[config.mk]
export PLATFORM = sky130hd
export DESIGN_NAME = tlc_comparator
export DESIGN_NICKNAME = d
export VERILOG_FILES = /design/src/inc/tlc_pkg.sv /design/src/tlc_bcd_to_bin.sv /design/src/tlc_comparator.sv
export SDC_FILE = /design/constraint.sdc
export NUM_CORES = 1
export LEC_CHECK = 0
export ABC_AREA = 1
export BUFFER_PORTS_ARGS = -buffer_cell sky130_fd_sc_hd__buf_2
export CAP_MARGIN = 40
export CORE_MARGIN = 2
export CORE_UTILIZATION = 45
export CTS_CLUSTER_DIAMETER = 50
export CTS_CLUSTER_SIZE = 30
export DETAILED_ROUTE_END_ITERATION = 8
export GPL_ROUTABILITY_DRIVEN = 1
export PLACE_DENSITY = 0.63
export SLEW_MARGIN = 10
export SYNTH_ARGS = -nofsm -noshare
export SYNTH_HDL_FRONTEND = slang
export SYNTH_SLANG_ARGS = --single-unit
[constraint.sdc]
create_clock -name clk_sys_in -period 23.7 [get_ports clk_sys_in]
set_input_delay 4.74 -clock clk_sys_in [delete_from_list [all_inputs] [get_ports clk_sys_in]]
set_output_delay 4.74 -clock clk_sys_in [all_outputs]
set_load 0.05 [all_outputs]
[src/inc/tlc_pkg.sv]
// constants and types for the tolerance limit comparator
// assumes one 20 MHz clock, synchronous active-low reset, pulsed key inputs
//
// Contract
// - a commit whose lower limit exceeds the upper limit is refused and the old limits stay.
// - neither limit may be stored above 110 percent of the rated capacity.
// - a sample below the lower limit turns the under-limit switch on.
// - a sample above the upper limit or above 110 percent of capacity turns the over-limit switch on.
// - judgement is enabled only once a valid pair of limits has been committed; the 110 percent capacity check turns the over-limit switch on before that.
// - while editing, one key steps the selected digit and another moves to the next digit.
// - cancel drops pending edits, confirm stores the limits and leaves edit mode.
// - pass, under and over each have their own distinct indication.
package tlc_pkg;
    // ----------------------------------------
    // widths
    // ----------------------------------------
    localparam int DIGITS = 5;
    localparam int DIG_W = 4;
    localparam int BCD_W = DIGITS * DIG_W;
    localparam int VAL_W = 20;
    localparam int IDX_W = 3;
    // ----------------------------------------
    // fixed values
    // ----------------------------------------
    localparam logic [DIG_W-1:0] DIGIT_MAX = 4'h9;
    localparam logic [IDX_W-1:0] IDX_LAST = 3'h4;
    localparam logic [VAL_W-1:0] LIMIT_RESET = 20'h00000;
    localparam logic [VAL_W+6:0] PCT_OVER = 27'h000006E;
    localparam logic [VAL_W+6:0] PCT_FULL = 27'h0000064;
    // ----------------------------------------
    // types
    // ----------------------------------------
    typedef enum logic [1:0] {
        TLC_IDLE = 2'b00,
        TLC_EDIT_LO = 2'b01,
        TLC_EDIT_HI = 2'b11
    } tlc_state_t;
    typedef enum logic [1:0] {
        TLC_J_NONE = 2'b00,
        TLC_J_UNDER = 2'b01,
        TLC_J_PASS = 2'b10,
        TLC_J_OVER = 2'b11
    } tlc_judge_t;
endpackage : tlc_pkg

[src/tlc_bcd_to_bin.sv]
// converts a packed BCD edit buffer into binary
// assumes valid digits, 0 to 9 each
`timescale 1ns/1ps
module tlc_bcd_to_bin (
    input wire logic [tlc_pkg::BCD_W-1:0] bcd_in,
    output logic [tlc_pkg::VAL_W-1:0] bin_out
);
    always_comb begin
        bin_out = '0;
        for (int i = tlc_pkg::DIGITS - 1; i >= 0; i--) begin
            bin_out = tlc_pkg::VAL_W'(bin_out * 10)
                    + tlc_pkg::VAL_W'(bcd_in[i*tlc_pkg::DIG_W +: tlc_pkg::DIG_W]);
        end
    end
endmodule : tlc_bcd_to_bin

[src/tlc_comparator.sv]
// limit entry, validity check and under/over judgement of each sample
// assumes sample_valid_in pulses once per sample and key inputs are one-cycle pulses
`timescale 1ns/1ps
module tlc_comparator (
    input wire logic clk_sys_in,
    input wire logic reset_n_in,
    input wire logic [tlc_pkg::VAL_W-1:0] capacity_in,
    input wire logic sample_valid_in,
    input wire logic [tlc_pkg::VAL_W-1:0] sample_in,
    input wire logic key_preset_in,
    input wire logic key_step_in,
    input wire logic key_next_in,
    input wire logic key_cancel_in,
    input wire logic key_confirm_in,
    output logic editing_out,
    output logic edit_high_out,
    output logic [tlc_pkg::IDX_W-1:0] digit_sel_out,
    output logic [tlc_pkg::BCD_W-1:0] edit_bcd_out,
    output logic commit_refused_out,
    output logic judge_enabled_out,
    output logic [tlc_pkg::VAL_W-1:0] limit_low_out,
    output logic [tlc_pkg::VAL_W-1:0] limit_high_out,
    output logic under_limit_switch_out,
    output logic over_limit_switch_out,
    output logic [1:0] pass_fail_judgement_out
);
    // ----------------------------------------
    // edit state
    // ----------------------------------------
    tlc_pkg::tlc_state_t state_ff, nxt_state;
    logic [tlc_pkg::IDX_W-1:0] digit_ff, nxt_digit;
    logic [tlc_pkg::BCD_W-1:0] buf_lo_ff, nxt_buf_lo, buf_hi_ff, nxt_buf_hi;
    logic [tlc_pkg::VAL_W-1:0] lim_lo_ff, nxt_lim_lo, lim_hi_ff, nxt_lim_hi;
    logic en_ff, nxt_en, refused_ff, nxt_refused;
    logic [tlc_pkg::VAL_W-1:0] lo_bin, hi_bin;
    logic [tlc_pkg::VAL_W+6:0] cap_x110, lo_x100, hi_x100, smp_x100;
    logic commit_ok;
    logic [tlc_pkg::BCD_W-1:0] cur_buf, stepped_buf;

    tlc_bcd_to_bin u_lo (.bcd_in(buf_lo_ff), .bin_out(lo_bin));
    tlc_bcd_to_bin u_hi (.bcd_in(buf_hi_ff), .bin_out(hi_bin));

    // percent arithmetic widened so 110 percent never wraps
    assign cap_x110 = (tlc_pkg::VAL_W+7)'(capacity_in) * tlc_pkg::PCT_OVER;
    assign lo_x100 = (tlc_pkg::VAL_W+7)'(lo_bin) * tlc_pkg::PCT_FULL;
    assign hi_x100 = (tlc_pkg::VAL_W+7)'(hi_bin) * tlc_pkg::PCT_FULL;
    assign smp_x100 = (tlc_pkg::VAL_W+7)'(sample_in) * tlc_pkg::PCT_FULL;
    assign commit_ok = (lo_bin <= hi_bin)
                     && (lo_x100 <= cap_x110) && (hi_x100 <= cap_x110);

    always_comb begin
        cur_buf = (state_ff == tlc_pkg::TLC_EDIT_HI) ? buf_hi_ff : buf_lo_ff;
        stepped_buf = cur_buf;
        // digit wraps 9 to 0 so a single key reaches every value
        if (cur_buf[digit_ff*tlc_pkg::DIG_W +: tlc_pkg::DIG_W] == tlc_pkg::DIGIT_MAX) begin
            stepped_buf[digit_ff*tlc_pkg::DIG_W +: tlc_pkg::DIG_W] = '0;
        end else begin
            stepped_buf[digit_ff*tlc_pkg::DIG_W +: tlc_pkg::DIG_W] =
                cur_buf[digit_ff*tlc_pkg::DIG_W +: tlc_pkg::DIG_W] + 4'h1;
        end
    end

    always_comb begin
        nxt_state = state_ff;
        nxt_digit = digit_ff;
        nxt_buf_lo = buf_lo_ff;
        nxt_buf_hi = buf_hi_ff;
        nxt_lim_lo = lim_lo_ff;
        nxt_lim_hi = lim_hi_ff;
        nxt_en = en_ff;
        nxt_refused = refused_ff;
        unique case (state_ff)
            tlc_pkg::TLC_IDLE: begin
                if (key_preset_in) begin
                    nxt_state = tlc_pkg::TLC_EDIT_LO;
                    nxt_digit = '0;
                    nxt_refused = 1'b0;
                end
            end
            tlc_pkg::TLC_EDIT_LO, tlc_pkg::TLC_EDIT_HI: begin
                if (key_cancel_in) begin
                    // pending digits are dropped, stored limits untouched
                    nxt_state = tlc_pkg::TLC_IDLE;
                    nxt_buf_lo = '0;
                    nxt_buf_hi = '0;
                end else if (key_confirm_in) begin
                    if (commit_ok) begin
                        nxt_lim_lo = lo_bin;
                        nxt_lim_hi = hi_bin;
                        nxt_en = 1'b1;
                        nxt_state = tlc_pkg::TLC_IDLE;
                    end else begin
                        nxt_refused = 1'b1;
                    end
                end else if (key_step_in) begin
                    if (state_ff == tlc_pkg::TLC_EDIT_HI) begin
                        nxt_buf_hi = stepped_buf;
                    end else begin
                        nxt_buf_lo = stepped_buf;
                    end
                end else if (key_next_in) begin
                    // past the last digit the other limit is selected
                    if (digit_ff == tlc_pkg::IDX_LAST) begin
                        nxt_digit = '0;
                        nxt_state = (state_ff == tlc_pkg::TLC_EDIT_LO) ?
                            tlc_pkg::TLC_EDIT_HI : tlc_pkg::TLC_EDIT_LO;
                    end else begin
                        nxt_digit = digit_ff + 3'h1;
                    end
                end
            end
            default: nxt_state = tlc_pkg::TLC_IDLE;
        endcase
    end

    always_ff @(posedge clk_sys_in) begin
        if (!reset_n_in) begin
            state_ff <= tlc_pkg::TLC_IDLE;
            digit_ff <= '0;
            buf_lo_ff <= '0;
            buf_hi_ff <= '0;
            lim_lo_ff <= tlc_pkg::LIMIT_RESET;
            lim_hi_ff <= tlc_pkg::LIMIT_RESET;
            en_ff <= 1'b0;
            refused_ff <= 1'b0;
        end else begin
            state_ff <= nxt_state;
            digit_ff <= nxt_digit;
            buf_lo_ff <= nxt_buf_lo;
            buf_hi_ff <= nxt_buf_hi;
            lim_lo_ff <= nxt_lim_lo;
            lim_hi_ff <= nxt_lim_hi;
            en_ff <= nxt_en;
            refused_ff <= nxt_refused;
        end
    end

    // ----------------------------------------
    // judgement
    // ----------------------------------------
    logic under_ff, nxt_under, over_ff, nxt_over;
    tlc_pkg::tlc_judge_t judge_ff, nxt_judge;

    always_comb begin
        nxt_under = under_ff;
        nxt_over = over_ff;
        nxt_judge = judge_ff;
        if (sample_valid_in) begin
            // capacity overload flags even before limits exist
            nxt_over = (en_ff && sample_in > lim_hi_ff) || (smp_x100 > cap_x110);
            nxt_under = en_ff && (sample_in < lim_lo_ff) && !nxt_over;
            if (nxt_over) begin
                nxt_judge = tlc_pkg::TLC_J_OVER;
            end else if (nxt_under) begin
                nxt_judge = tlc_pkg::TLC_J_UNDER;
            end else if (en_ff) begin
                nxt_judge = tlc_pkg::TLC_J_PASS;
            end else begin
                nxt_judge = tlc_pkg::TLC_J_NONE;
            end
        end
    end

    always_ff @(posedge clk_sys_in) begin
        if (!reset_n_in) begin
            under_ff <= 1'b0;
            over_ff <= 1'b0;
            judge_ff <= tlc_pkg::TLC_J_NONE;
        end else begin
            under_ff <= nxt_under;
            over_ff <= nxt_over;
            judge_ff <= nxt_judge;
        end
    end

    assign editing_out = (state_ff != tlc_pkg::TLC_IDLE);
    assign edit_high_out = (state_ff == tlc_pkg::TLC_EDIT_HI);
    assign digit_sel_out = digit_ff;
    assign edit_bcd_out = cur_buf;
    assign commit_refused_out = refused_ff;
    assign judge_enabled_out = en_ff;
    assign limit_low_out = lim_lo_ff;
    assign limit_high_out = lim_hi_ff;
    assign under_limit_switch_out = under_ff;
    assign over_limit_switch_out = over_ff;
    assign pass_fail_judgement_out = judge_ff;
endmodule : tlc_comparator

# == After elaboration in Yosys (flattened, before gate mapping) ==
# Index checks and enable logic that the tools add are counted.
# Widths: inputs -> output; s select.
# totals
ff_bits,91
in_bits,48
output_inout_bits,71
elab_cells,117
# classes
add_sub_neg,11
mul,12
order_cmp,6
eq_ne,17
shift,4
n_mux,36
n_bitwise,1
n_reduce_logical,19
# ops
op,n
$mux 20,10
$add 20x4->20,8
$mul 20x3->19 const B,6
$mul 20x5->25 const B,3
$le 27x27->1,2
$bwmux 20,2
$neg 5->34,1
$shift 4x34->20 const A,1
$shiftx 4x34->20,1
$shiftx 4x34->20 const A,1
$gt 27x27->1,1
$mul 20x6->26 const B,1
$mux 2,11
$gt 20x20->1,1
$le 20x20->1,1
$lt 20x20->1,1
$shiftx 20x6->4,1
$mux 3,6
$ne 2x2->1 const B,9
$ne 4x4->1 const B,4
$mul 4x3->7 const B,2
$reduce_and 4->1,3
$reduce_and 5->1,2
$reduce_bool 2->1,4
17 further kinds,24

# == Depth between registers and ports, before layout ==
# Gate-level depths: netlist of the first run.
# depth
depth_word,16
ltp_mapped,73
ltp_nobuf,72

# == By module ==
# From an unflattened synthesis of the first run, not the netlist that was laid out.
# unflattened
hier_cells,3428
hier_area_um2,23709.0
# modules_own_cells
mod,n_inst,cells_per_inst,area_per_inst_um2,seq_area_each_um2
tlc_comparator,1,2258,16261.8,1821.7
tlc_bcd_to_bin at u_hi,1,585,3748.6,0.0
tlc_bcd_to_bin at u_lo,1,585,3698.5,0.0

# == Least setup slack after synthesis of the first run ==
# Ideal clock, no wire load.
# synth_timing
kind,reg2reg
from,reg buf_hi_ff[17] (netlist bit)
to,reg lim_lo_ff (netlist bit limit_low_out[19])
setup_ps,132
arrival_ps,10731
required_time_ps,23568
slack_ps,12837
stages_incl_launch_ff,62
n_path_buf,2
period_less_slack_ps,10863
path_cell_list,dfxtp_1 > ha_1 > ha_1 > inv_1 > fa_1 > nor3b_1 > xor2_1 > ha_1 > ha_1 > a21o_1 > a21oi_1 > xor2_1 > inv_1 > nor2_1 > nand2_1 > or2_2 > nand2_1 > inv_1 > [... 26 more ...] > o21ai_0 > a21oi_1 > o21bai_1 > xor2_1 > ha_1 > nand4_1 > nor4_1 > inv_1 > o31ai_1 > nand2_1 > nand2_1 > inv_1 > nand3_2 > buf_6 > buf_6 > nand2_1 > nand2_1 > a21oi_2
# synth_via
elab_chain_len,12
elab_cells_between_ends,14
cone_classes,add/sub (4); mul (5); order compare (2); reduce/logical (3)
# synth_lines
item,line_no,source
"start, declared",tlc_comparator.sv:32,"logic [tlc_pkg::BCD_W-1:0] buf_lo_ff, nxt_buf_lo, buf_hi_ff, nxt_buf_hi;"
"start signal, assigned",tlc_comparator.sv:130,buf_hi_ff <= nxt_buf_hi;
$mul 4x3->7 *,tlc_bcd_to_bin.sv:11,bin_out = tlc_pkg::VAL_W'(bin_out * 10)
$add 20x4->20 *,tlc_bcd_to_bin.sv:12,+ tlc_pkg::VAL_W'(bcd_in[i*tlc_pkg::DIG_W +: tlc_pkg::DIG_W]);
$mul 20x3->19 *,tlc_bcd_to_bin.sv:11,
$add 20x4->20 *,tlc_bcd_to_bin.sv:12,
$mul 20x3->19 *,tlc_bcd_to_bin.sv:11,
$add 20x4->20 *,tlc_bcd_to_bin.sv:12,
$mul 20x3->19 *,tlc_bcd_to_bin.sv:11,
$add 20x4->20 *,tlc_bcd_to_bin.sv:12,
"via hi_bin, one bit",tlc_comparator.sv:35,"logic [tlc_pkg::VAL_W-1:0] lo_bin, hi_bin;"
$mul 20x5->25 / $le 20x20->1 (equally long branches),"tlc_comparator.sv:46, tlc_comparator.sv:48",
$le 27x27->1 / $logic_and 1x1->1 (equally long branches),tlc_comparator.sv:49,&& (lo_x100 <= cap_x110) && (hi_x100 <= cap_x110);
$logic_and 1x1->1 *,tlc_comparator.sv:49,
$reduce_and 4->1 (no line) *,n/a,
"end signal, assigned",tlc_comparator.sv:122,lim_lo_ff <= tlc_pkg::LIMIT_RESET;
"end signal, assigned",tlc_comparator.sv:131,lim_lo_ff <= nxt_lim_lo;
"end, declared",tlc_comparator.sv:33,"logic [tlc_pkg::VAL_W-1:0] lim_lo_ff, nxt_lim_lo, lim_hi_ff, nxt_lim_hi;"
# Mark *: on every way through the listed nets, which the timed path passes. The rest lies on a longest branch.
# A chain may end at the register's enable or synchronous reset.

# == Final worst setup path of the first run ==
# layout_timing
from,reg buf_hi_ff[19] (netlist bit)
to,reg lim_lo_ff (netlist bit limit_low_out[2])
# Same word-level chain as after synthesis.

==> results.rst, run 1 <==
.. list-table::
   :header-rows: 1

   * - Metric
     - Value
   * - Status
     - finished, final reports clean
   * - Final RePlAce weighted congestion
     - 0.9868
   * - Max-capacitance violation count
     - 0
   * - Sequential element share of the synthesized area
     - under 10%
   * - Area after detailed placement
     - 23690 um^2
   * - Data required time of the worst path
     - ~24 ns
   * - Hold-fix buffers at CTS
     - 0
   * - Clock Skews
     - approximately 0.014 ns
   * - Count of final hold-check violations
     - 0
   * - Via count of the first global-routing pass
     - 20210
   * - Portion of netlist area occupied by mux cells
     - 0%
   * - Fin nets
     - 3947
   * - Die Area
     - 51500 um^2
   * - Launching element type of the critical path
     - register
   * - Slew of the pin with the lowest slew margin
     - slightly below 1 ns
   * - Wire length after detailed routing
     - 59700 um
   * - Post-cts resize count
     - 0
   * - Fraction of the mapped netlist area in compound gates
     - between 10 and 15%
   * - Class of the most critical setup path
     - register to register
   * - Largest family of logic cells by synthesized area
     - adder cells
   * - Leading cell type in the layout, fill and taps excluded
     - sky130_fd_sc_hd__nand2_1
   * - Hold Path Class
     - register to register
   * - Routed length per placed instance
     - about 15 um
   * - Root buf cell
     - sky130_fd_sc_hd__clkbuf_16
   * - Setup tns final
     - 0 ns
   * - DR vias
     - 20330
   * - Post-Syn Area
     - approximately 22000 um^2
   * - Via count normalized by instance count
     - ~5.2
   * - Number of sinks on the clock net
     - 91
   * - Synthesis-stage register bit count
     - a little over 90
   * - Area share of the leading cell type in the synthesized netlist
     - approximately 30%
   * - Biggest area consumer among synthesized cells
     - sky130_fd_sc_hd__ha_1
   * - Area Overhead vs Synth
     - 7.301%
   * - Highest Clock Rate
     - roughly 77 MHz
   * - Gr ovfl total
     - 0
   * - Width of the die
     - 226.9 um
   * - Number of port buffers
     - 118
   * - Worst Path Arrival
     - around 13 ns
   * - Fillcell total
     - 5046
   * - Detailed-route DRC error count
     - 0
   * - CP max stage cell
     - sky130_fd_sc_hd__xor2_1
   * - Syn Area/Cell
     - 7.147 um^2
   * - Minimum clock period after layout
     - between 10 and 15 ns
   * - Highest net fanout along the worst path
     - between 50 and 60
   * - Adder and majority cell fraction of the synthesized area
     - between 40% and 50%
   * - Fraction of synthesis flops using an asynchronous set or reset pin
     - 0%
   * - Peak supply drop
     - ~44 uV
   * - Maximum level of the CTS H-tree
     - 3
   * - Setup bufs post-CTS
     - 0
   * - Core Area
     - approximately 50000 um^2
   * - Non-filler instance count after layout
     - 3906
   * - Wire length of the first global-routing pass
     - 97830 um
   * - Placement row count
     - 81
   * - Diodes inserted
     - 0
   * - Pins over their slew limit
     - 0
   * - Critical path endpoint category
     - register
   * - CTS clock-pin slew for the worst setup and hold paths
     - roughly 0.07 ns
   * - Clock tree from TritonCTS
     - yes
   * - Power per cell area
     - 55.84 nW/um^2
   * - Post-route cell area
     - 24000 um^2
   * - Placed cell count
     - ~3900
   * - Synth area leaders
     - sky130_fd_sc_hd__ha_1 31%, sky130_fd_sc_hd__nand2_1 11%, sky130_fd_sc_hd__fa_1 10%
   * - Synthesized-area fraction occupied by xor and xnor cells
     - 7.670%
   * - Final Setup Violations
     - 0
   * - Initial antenna violation count
     - 0
   * - Clk_lat worst skew
     - ~0.36 ns
   * - EDFF count, synth
     - 0
   * - Worst path max stage delay
     - about 0.47 ns
   * - Die span in y
     - between 200 and 250 um
   * - Post-Synthesis Cells
     - roughly 3100
   * - Unrepaired setup endpoints after global routing
     - false
   * - DRT iter0 DRCs
     - just over 1000
   * - TritonRoute pass-1 iters
     - 7
   * - Share of final-layout standard cells stronger than drive strength 1
     - roughly 6.5%
   * - Simple-gate share of the synthesized area
     - roughly a fifth
   * - Max transition margin
     - a little over a third
   * - Pin count of the biggest net entering global routing
     - 57
   * - Number of distinct library cells after synthesis
     - 56
   * - Commonest cells after routing, fill and taps aside
     - 669 x sky130_fd_sc_hd__nand2_1, 565 x sky130_fd_sc_hd__inv_1, 549 x sky130_fd_sc_hd__ha_1
   * - Combined global-route utilization of all metal layers
     - a little under a quarter
   * - Initial Utilization
     - between 40% and 50%
   * - Dominant register cell in the synthesized netlist
     - sky130_fd_sc_hd__dfxtp_1
   * - Placed wire-length estimate
     - around 52000 um
   * - Number of buffers created by CTS
     - 9
   * - Max clock buf depth
     - 2
   * - Cell leakage power
     - between 10 and 15 nW
   * - Warning count from the yosys run
     - 0
   * - Antenna-violating nets left
     - 0
   * - Count of boundary I/O pins
     - 119
   * - Power consumption
     - 1.340 mW
   * - Fraction of the cycle the final worst path needs
     - around 55%
==> logic make-up (layout without fill, tap and decap cells) <==
family / count (synthesis) / count (layout)
other: 1 / 2
AOI/OAI and AO/OA: 481 / 481
DFF: 91 / 91
xor gates and xnor gates: 192 / 192
adders and majority gates: 662 / 662
and+or+nand+nor: 1099 / 1099
buffers and inverters: 603 / 715
==> Yosys cell counts (13+ instances only) <==
cell and count:
sky130_fd_sc_hd__nand2_1 669, sky130_fd_sc_hd__inv_1 565, sky130_fd_sc_hd__ha_1 549, sky130_fd_sc_hd__a21oi_1 267, sky130_fd_sc_hd__nor2_1 174, sky130_fd_sc_hd__xor2_1 122, sky130_fd_sc_hd__fa_1 113, sky130_fd_sc_hd__nand3_1 102
sky130_fd_sc_hd__o21ai_0 100, sky130_fd_sc_hd__dfxtp_1 91, sky130_fd_sc_hd__xnor2_1 67, sky130_fd_sc_hd__nand4_1 45, sky130_fd_sc_hd__nor3_1 38, sky130_fd_sc_hd__a21oi_2 22, sky130_fd_sc_hd__clkbuf_1 16, sky130_fd_sc_hd__o21bai_1 15
sky130_fd_sc_hd__or2_2 15, sky130_fd_sc_hd__a211oi_1 13, sky130_fd_sc_hd__nand3b_1 13
==> layout make-up <==
type	count	area, um^2	share of cell area (%)
multi-input cells	2436	18230	75.95
inverters	571	2143	8.932
flip-flops and latches	91	1822	7.592
well taps	664	830.8	3.462
repair buffers	128	665.6	2.774
clock buffers	10	239.0	0.9959
clock inverters	6	71.32	0.2972
==> worst paths after layout <==
path | end | cells past startpoint | slack (ns) | startpoint
worst min-delay path | commit_refused_out | 2 | 0.48 | commit_refused_out
worst max register to register | limit_low_out[2] | 63 | 10.64 | buf_hi_ff[19]
worst max-delay path | limit_low_out[2] | 63 | 10.64 | buf_hi_ff[19]
worst min register to register | commit_refused_out | 2 | 0.48 | commit_refused_out
==> where the power goes <==
| part | internal (mW) | switching, mW | total (mW) |
|---|---|---|---|
| Sequential | 0.165 | 0.0147 | 0.180 |
| Clock | 0.0859 | 0.0682 | 0.154 |
| Combinational | 0.348 | 0.658 | 1.01 |
| Total | 0.599 | 0.741 | 1.34 |
==> critical path, delay by kind of cell, from the launching register on <==
| family | cells | cell delay (ns) |
|---|---|---|
| buffers and inverters | 11 | 1.70 |
| XOR/XNOR | 5 | 1.30 |
| adder cells (fa/ha/maj) | 14 | 4.66 |
| AND/OR/NAND/NOR | 20 | 2.48 |
| flip-flops | 1 | 0.41 |
| AO/OA/AOI/OAI | 13 | 2.41 |
==> layer usage <==
metal  vias to the layer above  wire length, um  track usage, %
met5                         -                0               0
met4                         0             2128           8.054
met3                       111             1809           1.807
met2                       392            29670           44.00
met1                      9389            26090           28.00
li1                      10430                -               -
==> flip-flops by register name (all words and copies together), names as in the netlist <==
name                     count
limit_high_out              20
digit_sel_out                3
buf_lo_ff                   20
state_ff                     2
over_limit_switch_out        1
commit_refused_out           1
buf_hi_ff                   20
under_limit_switch_out       1
pass_fail_judgement_out      2
limit_low_out               20
judge_enabled_out            1
==> stage by stage <==
| step | hold slack (ns) | utilization, % | setup WS (ns) |
|---|---|---|---|
| CTS | 0.4810 | 49.02 | 10.66 |
| global route | 0.5070 | 49.02 | 9.308 |
| detailed placement | 0.4637 | 48.39 | 10.75 |
| global placement | 0.4519 | 48.37 | 11.13 |
| finish | 0.4761 | 49.02 | 10.64 |
| floorplan | 0.4627 | - | 12.84 |
Power figures use the tool's default switching activity.
==> run 2, diff against run 1 <==
- ABC_AREA: 1 -> 0
- PLACE_DENSITY: 0.63 -> 0.65
- clock period: 23.7 -> 10.5 ns (I/O delays scaled with it)
==> run 2 against run 1 <==
The flow now finishes with violations (setup timing). Synthesized area down 1.2%. Power increased by 100%. Sequential share of layout area is 1.4 points lower. First-iteration DRC count is 15% lower. Via count is 2.1% higher. Cell count down 1.5%. Fmax increased by 14%. Synthesized cell count is 15% lower. Flip-flop and latch count unchanged. Critical path type unchanged. Highest routed layer unchanged.
==> results.rst, run 2 <==
.. list-table::
   :header-rows: 1

   * - Metric
     - Value
   * - Switching power
     - roughly 1.3 mW
   * - Max-capacitance violation count
     - 0
   * - Clock tree from TritonCTS
     - yes
   * - Setup slack at placement
     - -1.211 ns
   * - Critical path endpoint category
     - register
   * - Cell leakage power
     - ~15 nW
   * - Biggest area consumer among synthesized cells
     - sky130_fd_sc_hd__ha_1
   * - Number of sinks on the clock net
     - 91
   * - Initial antenna violation count
     - 0
   * - Clk_lat worst skew
     - 0.38 ns
   * - Wire length of the first global-routing pass
     - 99350 um
   * - Via count of the first global-routing pass
     - 20910
   * - Routed length per placed instance
     - 16.20 um
   * - Post-route worst hold slack
     - around 0.47 ns
   * - Hold Path Class
     - register to register
   * - Count of boundary I/O pins
     - between 100 and 150
   * - Root buf cell
     - sky130_fd_sc_hd__clkbuf_16
   * - Sequential element share of the synthesized area
     - 8.248%
   * - DRT iter0 DRCs
     - between 800 and 900
   * - Post-Syn Area
     - 22090 um^2
   * - Data required time of the worst path
     - 10.80 ns
   * - Pint
     - between 1 and 1.5 mW
   * - Combinational share of power
     - about three quarters
   * - Power per cell area
     - 90.83 nW/um^2
   * - Die span in y
     - 225.5 um
   * - Worst Path Arrival
     - ~12 ns
   * - Fin nets
     - 3929
   * - Maximum level of the CTS H-tree
     - 3
   * - Count of final hold-check violations
     - 0
   * - Status
     - finished, violations left
   * - Fraction of the core area covered by cells at the end of the flow
     - around three fifths
   * - Clock Power Share
     - between 10% and 20%
   * - Commonest cells after routing, fill and taps aside
     - 479 x sky130_fd_sc_hd__ha_1, 466 x sky130_fd_sc_hd__buf_4, 331 x sky130_fd_sc_hd__inv_1
   * - Share of final-layout standard cells stronger than drive strength 1
     - between 20% and 30%
   * - Core Area
     - just under 50000 um^2
   * - Wire length after detailed routing
     - 62310 um
   * - Die Area
     - ~51000 um^2
   * - Synthesis-stage register bit count
     - 91
   * - Width of the die
     - between 200 and 250 um
   * - Detailed-route DRC error count
     - 0
   * - Minimum clock period after layout
     - between 10 and 15 ns
   * - Leading cell type in the layout, fill and taps excluded
     - sky130_fd_sc_hd__ha_1
   * - Worst Hold End
     - limit_low_out[17]
   * - Multi-input gate area
     - 20930 um^2
   * - Uppermost signal routing layer after detailed routing
     - met4
   * - Pins over their slew limit
     - 0
   * - Highest Clock Rate
     - between 80 and 90 MHz
   * - Number of buffers created by CTS
     - 9
   * - Highest net fanout along the worst path
     - 7
   * - Capturing point of the worst reg2reg path
     - limit_high_out[16]
   * - Dominant register cell in the synthesized netlist
     - sky130_fd_sc_hd__dfxtp_1
   * - Unrepaired setup endpoints after global routing
     - true
   * - Cell with the most instances after synthesis
     - sky130_fd_sc_hd__ha_1
   * - Failing checks
     - setup timing
   * - EDFF count, synth
     - 0
   * - Clock Skews
     - approximately 0.014 ns
   * - Final Setup Violations
     - 44
   * - Diodes inserted
     - 0
   * - Placed cell count
     - about 3800
   * - CP max stage cell
     - sky130_fd_sc_hd__fa_2
   * - Critical register-to-register path startpoint
     - buf_lo_ff[19]
   * - Placement row count
     - 81
   * - Fillcell total
     - around 4200
   * - Largest delay share family, worst path
     - adder cells
   * - Synth area leaders
     - sky130_fd_sc_hd__ha_1 31%, sky130_fd_sc_hd__fa_1 10%, sky130_fd_sc_hd__dfxtp_1 8.2%
   * - Post-Synthesis Cells
     - ~2600
   * - Cell depth of the worst hold path
     - 2
   * - Pin count of the biggest net entering global routing
     - between 90 and 100
   * - WL met2
     - 31760 um
   * - Number of port buffers
     - about 120
   * - Length in cells of the worst reg-to-reg path
     - 55
   * - Switching part of the total
     - around 50%
   * - Sum of met3 wire segment lengths after detailed routing
     - 1864 um
   * - Power consumption
     - 2.687 mW
   * - TritonRoute pass-1 iters
     - 5
   * - Non-filler instance count after layout
     - 3846
   * - Synth top cells by count
     - 549 x sky130_fd_sc_hd__ha_1, 343 x sky130_fd_sc_hd__inv_1, 184 x sky130_fd_sc_hd__nand2_1, 178 x sky130_fd_sc_hd__nor2_1, 142 x sky130_fd_sc_hd__xnor2_1
   * - Total area of sequential cells
     - 1836 um^2
   * - Post-Route M1 WL
     - between 20000 and 30000 um
   * - Initial Utilization
     - about 45%
   * - Final RePlAce weighted congestion
     - about 0.89
   * - Via count normalized by instance count
     - about 5.4
   * - Worst path max stage delay
     - about 0.58 ns
   * - Min-delay src
     - limit_low_out[17]
   * - Max transition margin
     - 42.35%
   * - Slack of the worst reg-to-reg path
     - -0.94 ns
   * - CTS clock-pin slew for the worst setup and hold paths
     - 0.07 ns
   * - Launching element type of the critical path
     - register
   * - Most repeated library cell on the critical path
     - sky130_fd_sc_hd__ha_4
   * - Area share of the leading cell type in the synthesized netlist
     - 31.10%
   * - Gr ovfl total
     - 0
   * - Combined global-route utilization of all metal layers
     - 24.02%
   * - Antenna-violating nets left
     - 0
   * - Max clock buf depth
     - 2
   * - Fraction of the cycle the final worst path needs
     - 108.9%
   * - Warning count from the yosys run
     - 0
   * - Class of the most critical setup path
     - register to register
   * - DR vias
     - 20750
   * - Peak supply drop
     - 102.1 uV
   * - Placed wire-length estimate
     - ~51000 um
   * - Number of distinct library cells after synthesis
     - between 80 and 90
   * - Sequential power share
     - 13.3%
   * - Area Overhead vs Synth
     - 33.93%
   * - CP bufs+invs
     - 8
   * - Slew of the pin with the lowest slew margin
     - approximately 0.86 ns
   * - Smallest setup slack after layout
     - -0.9388 ns
   * - Fraction of synthesis flops using an asynchronous set or reset pin
     - 0%
   * - Syn Area/Cell
     - between 8 and 9 um^2
-- run 2: cell count changes in the layout (fill, tap and decap cells not counted), moves of 65 or more --
cell,change
sky130_fd_sc_hd__buf_4,+456
sky130_fd_sc_hd__a21o_1,+65
sky130_fd_sc_hd__a21oi_1,-158
sky130_fd_sc_hd__ha_1,-70
sky130_fd_sc_hd__nand2_1,-490
sky130_fd_sc_hd__xor2_1,-65
sky130_fd_sc_hd__inv_1,-234
-- run 2: metrics by stage --
| stage | setup TNS, ns | cell area, um^2 |
|---|---|---|
| after global placement | -44.67 | 27150 |
| after floorplan | -16.05 | 22890 |
| after global routing | -59.37 | 29580 |
| final | -38.18 | 29580 |
| after CTS | -35.99 | 28530 |
| after detailed placement | -51.10 | 27150 |
-- run 2: layout make-up --
class                   instances  share of cell area (%)
multi-input cells            2167                   70.76
clock inverters                 6                  0.1861
clock buffers                  10                  0.7740
repair buffers                604                   15.04
flip-flops and latches         91                   6.205
inverters                     346                   4.407
well taps                     622                   2.631
-- run 2: power by group through the flow --
stage	Clock, mW	Sequential, mW	Combinational [mW]
6_report	0.329	0.358	2.00
5_1_grt	0.351	0.359	2.21
4_1_cts	0.337	0.358	1.95
3_5_place_dp	0	0.366	1.90
3_3_place_gp	0	0.366	1.81
2_1_floorplan	0	0.381	1.33
-- run 2: how the worst max path moves through the flow --
stage                        startpoint  cells after the start                  to  slack [ns]
after global routing      buf_lo_ff[19]                     55   limit_low_out[10]       -1.41
final                     buf_lo_ff[19]                     55  limit_high_out[16]       -0.94
after CTS                 buf_hi_ff[17]                     51   judge_enabled_out       -0.85
after floorplan           buf_hi_ff[19]                     51   limit_low_out[10]       -0.40
after detailed placement  buf_hi_ff[13]                     50  limit_high_out[19]       -1.21
after global placement    buf_hi_ff[16]                     48    limit_low_out[8]       -1.05
-- run 2: repair_timing --
action	CTS	global route
setup buffers	39	31
resized for setup	111	128
pin swaps	102	86
endpoints found under the setup margin	44	44
hold buffers	0	0
cloned	3	1
-- run 2: tightest hold or removal path, cell delays in order (launching register included) --
cell and delay (ns):
sky130_fd_sc_hd__dfxtp_1 0.32, sky130_fd_sc_hd__nand2_1 0.05, sky130_fd_sc_hd__mux2i_1 0.05
-- run 2: per-layer routing --
layer	vias up	track usage, %
li1	10440	-
met1	9862	28.14
met2	336	44.81
met3	111	2.451
met4	0	9.079
met5	-	0
-- run 2: cells by family (layout without fill, tap and decap cells) --
logic type	count (synthesis)	count (layout)	share of synthesized area [%]
adders and majority gates	662	662	41.34
AOI/OAI and AO/OA	523	523	16.09
muxes	70	70	3.240
xor gates and xnor gates	220	220	8.724
and+or+nand+nor	690	690	15.27
DFF	91	91	8.248
buffers and inverters	388	966	7.064
other	1	2	0.01698
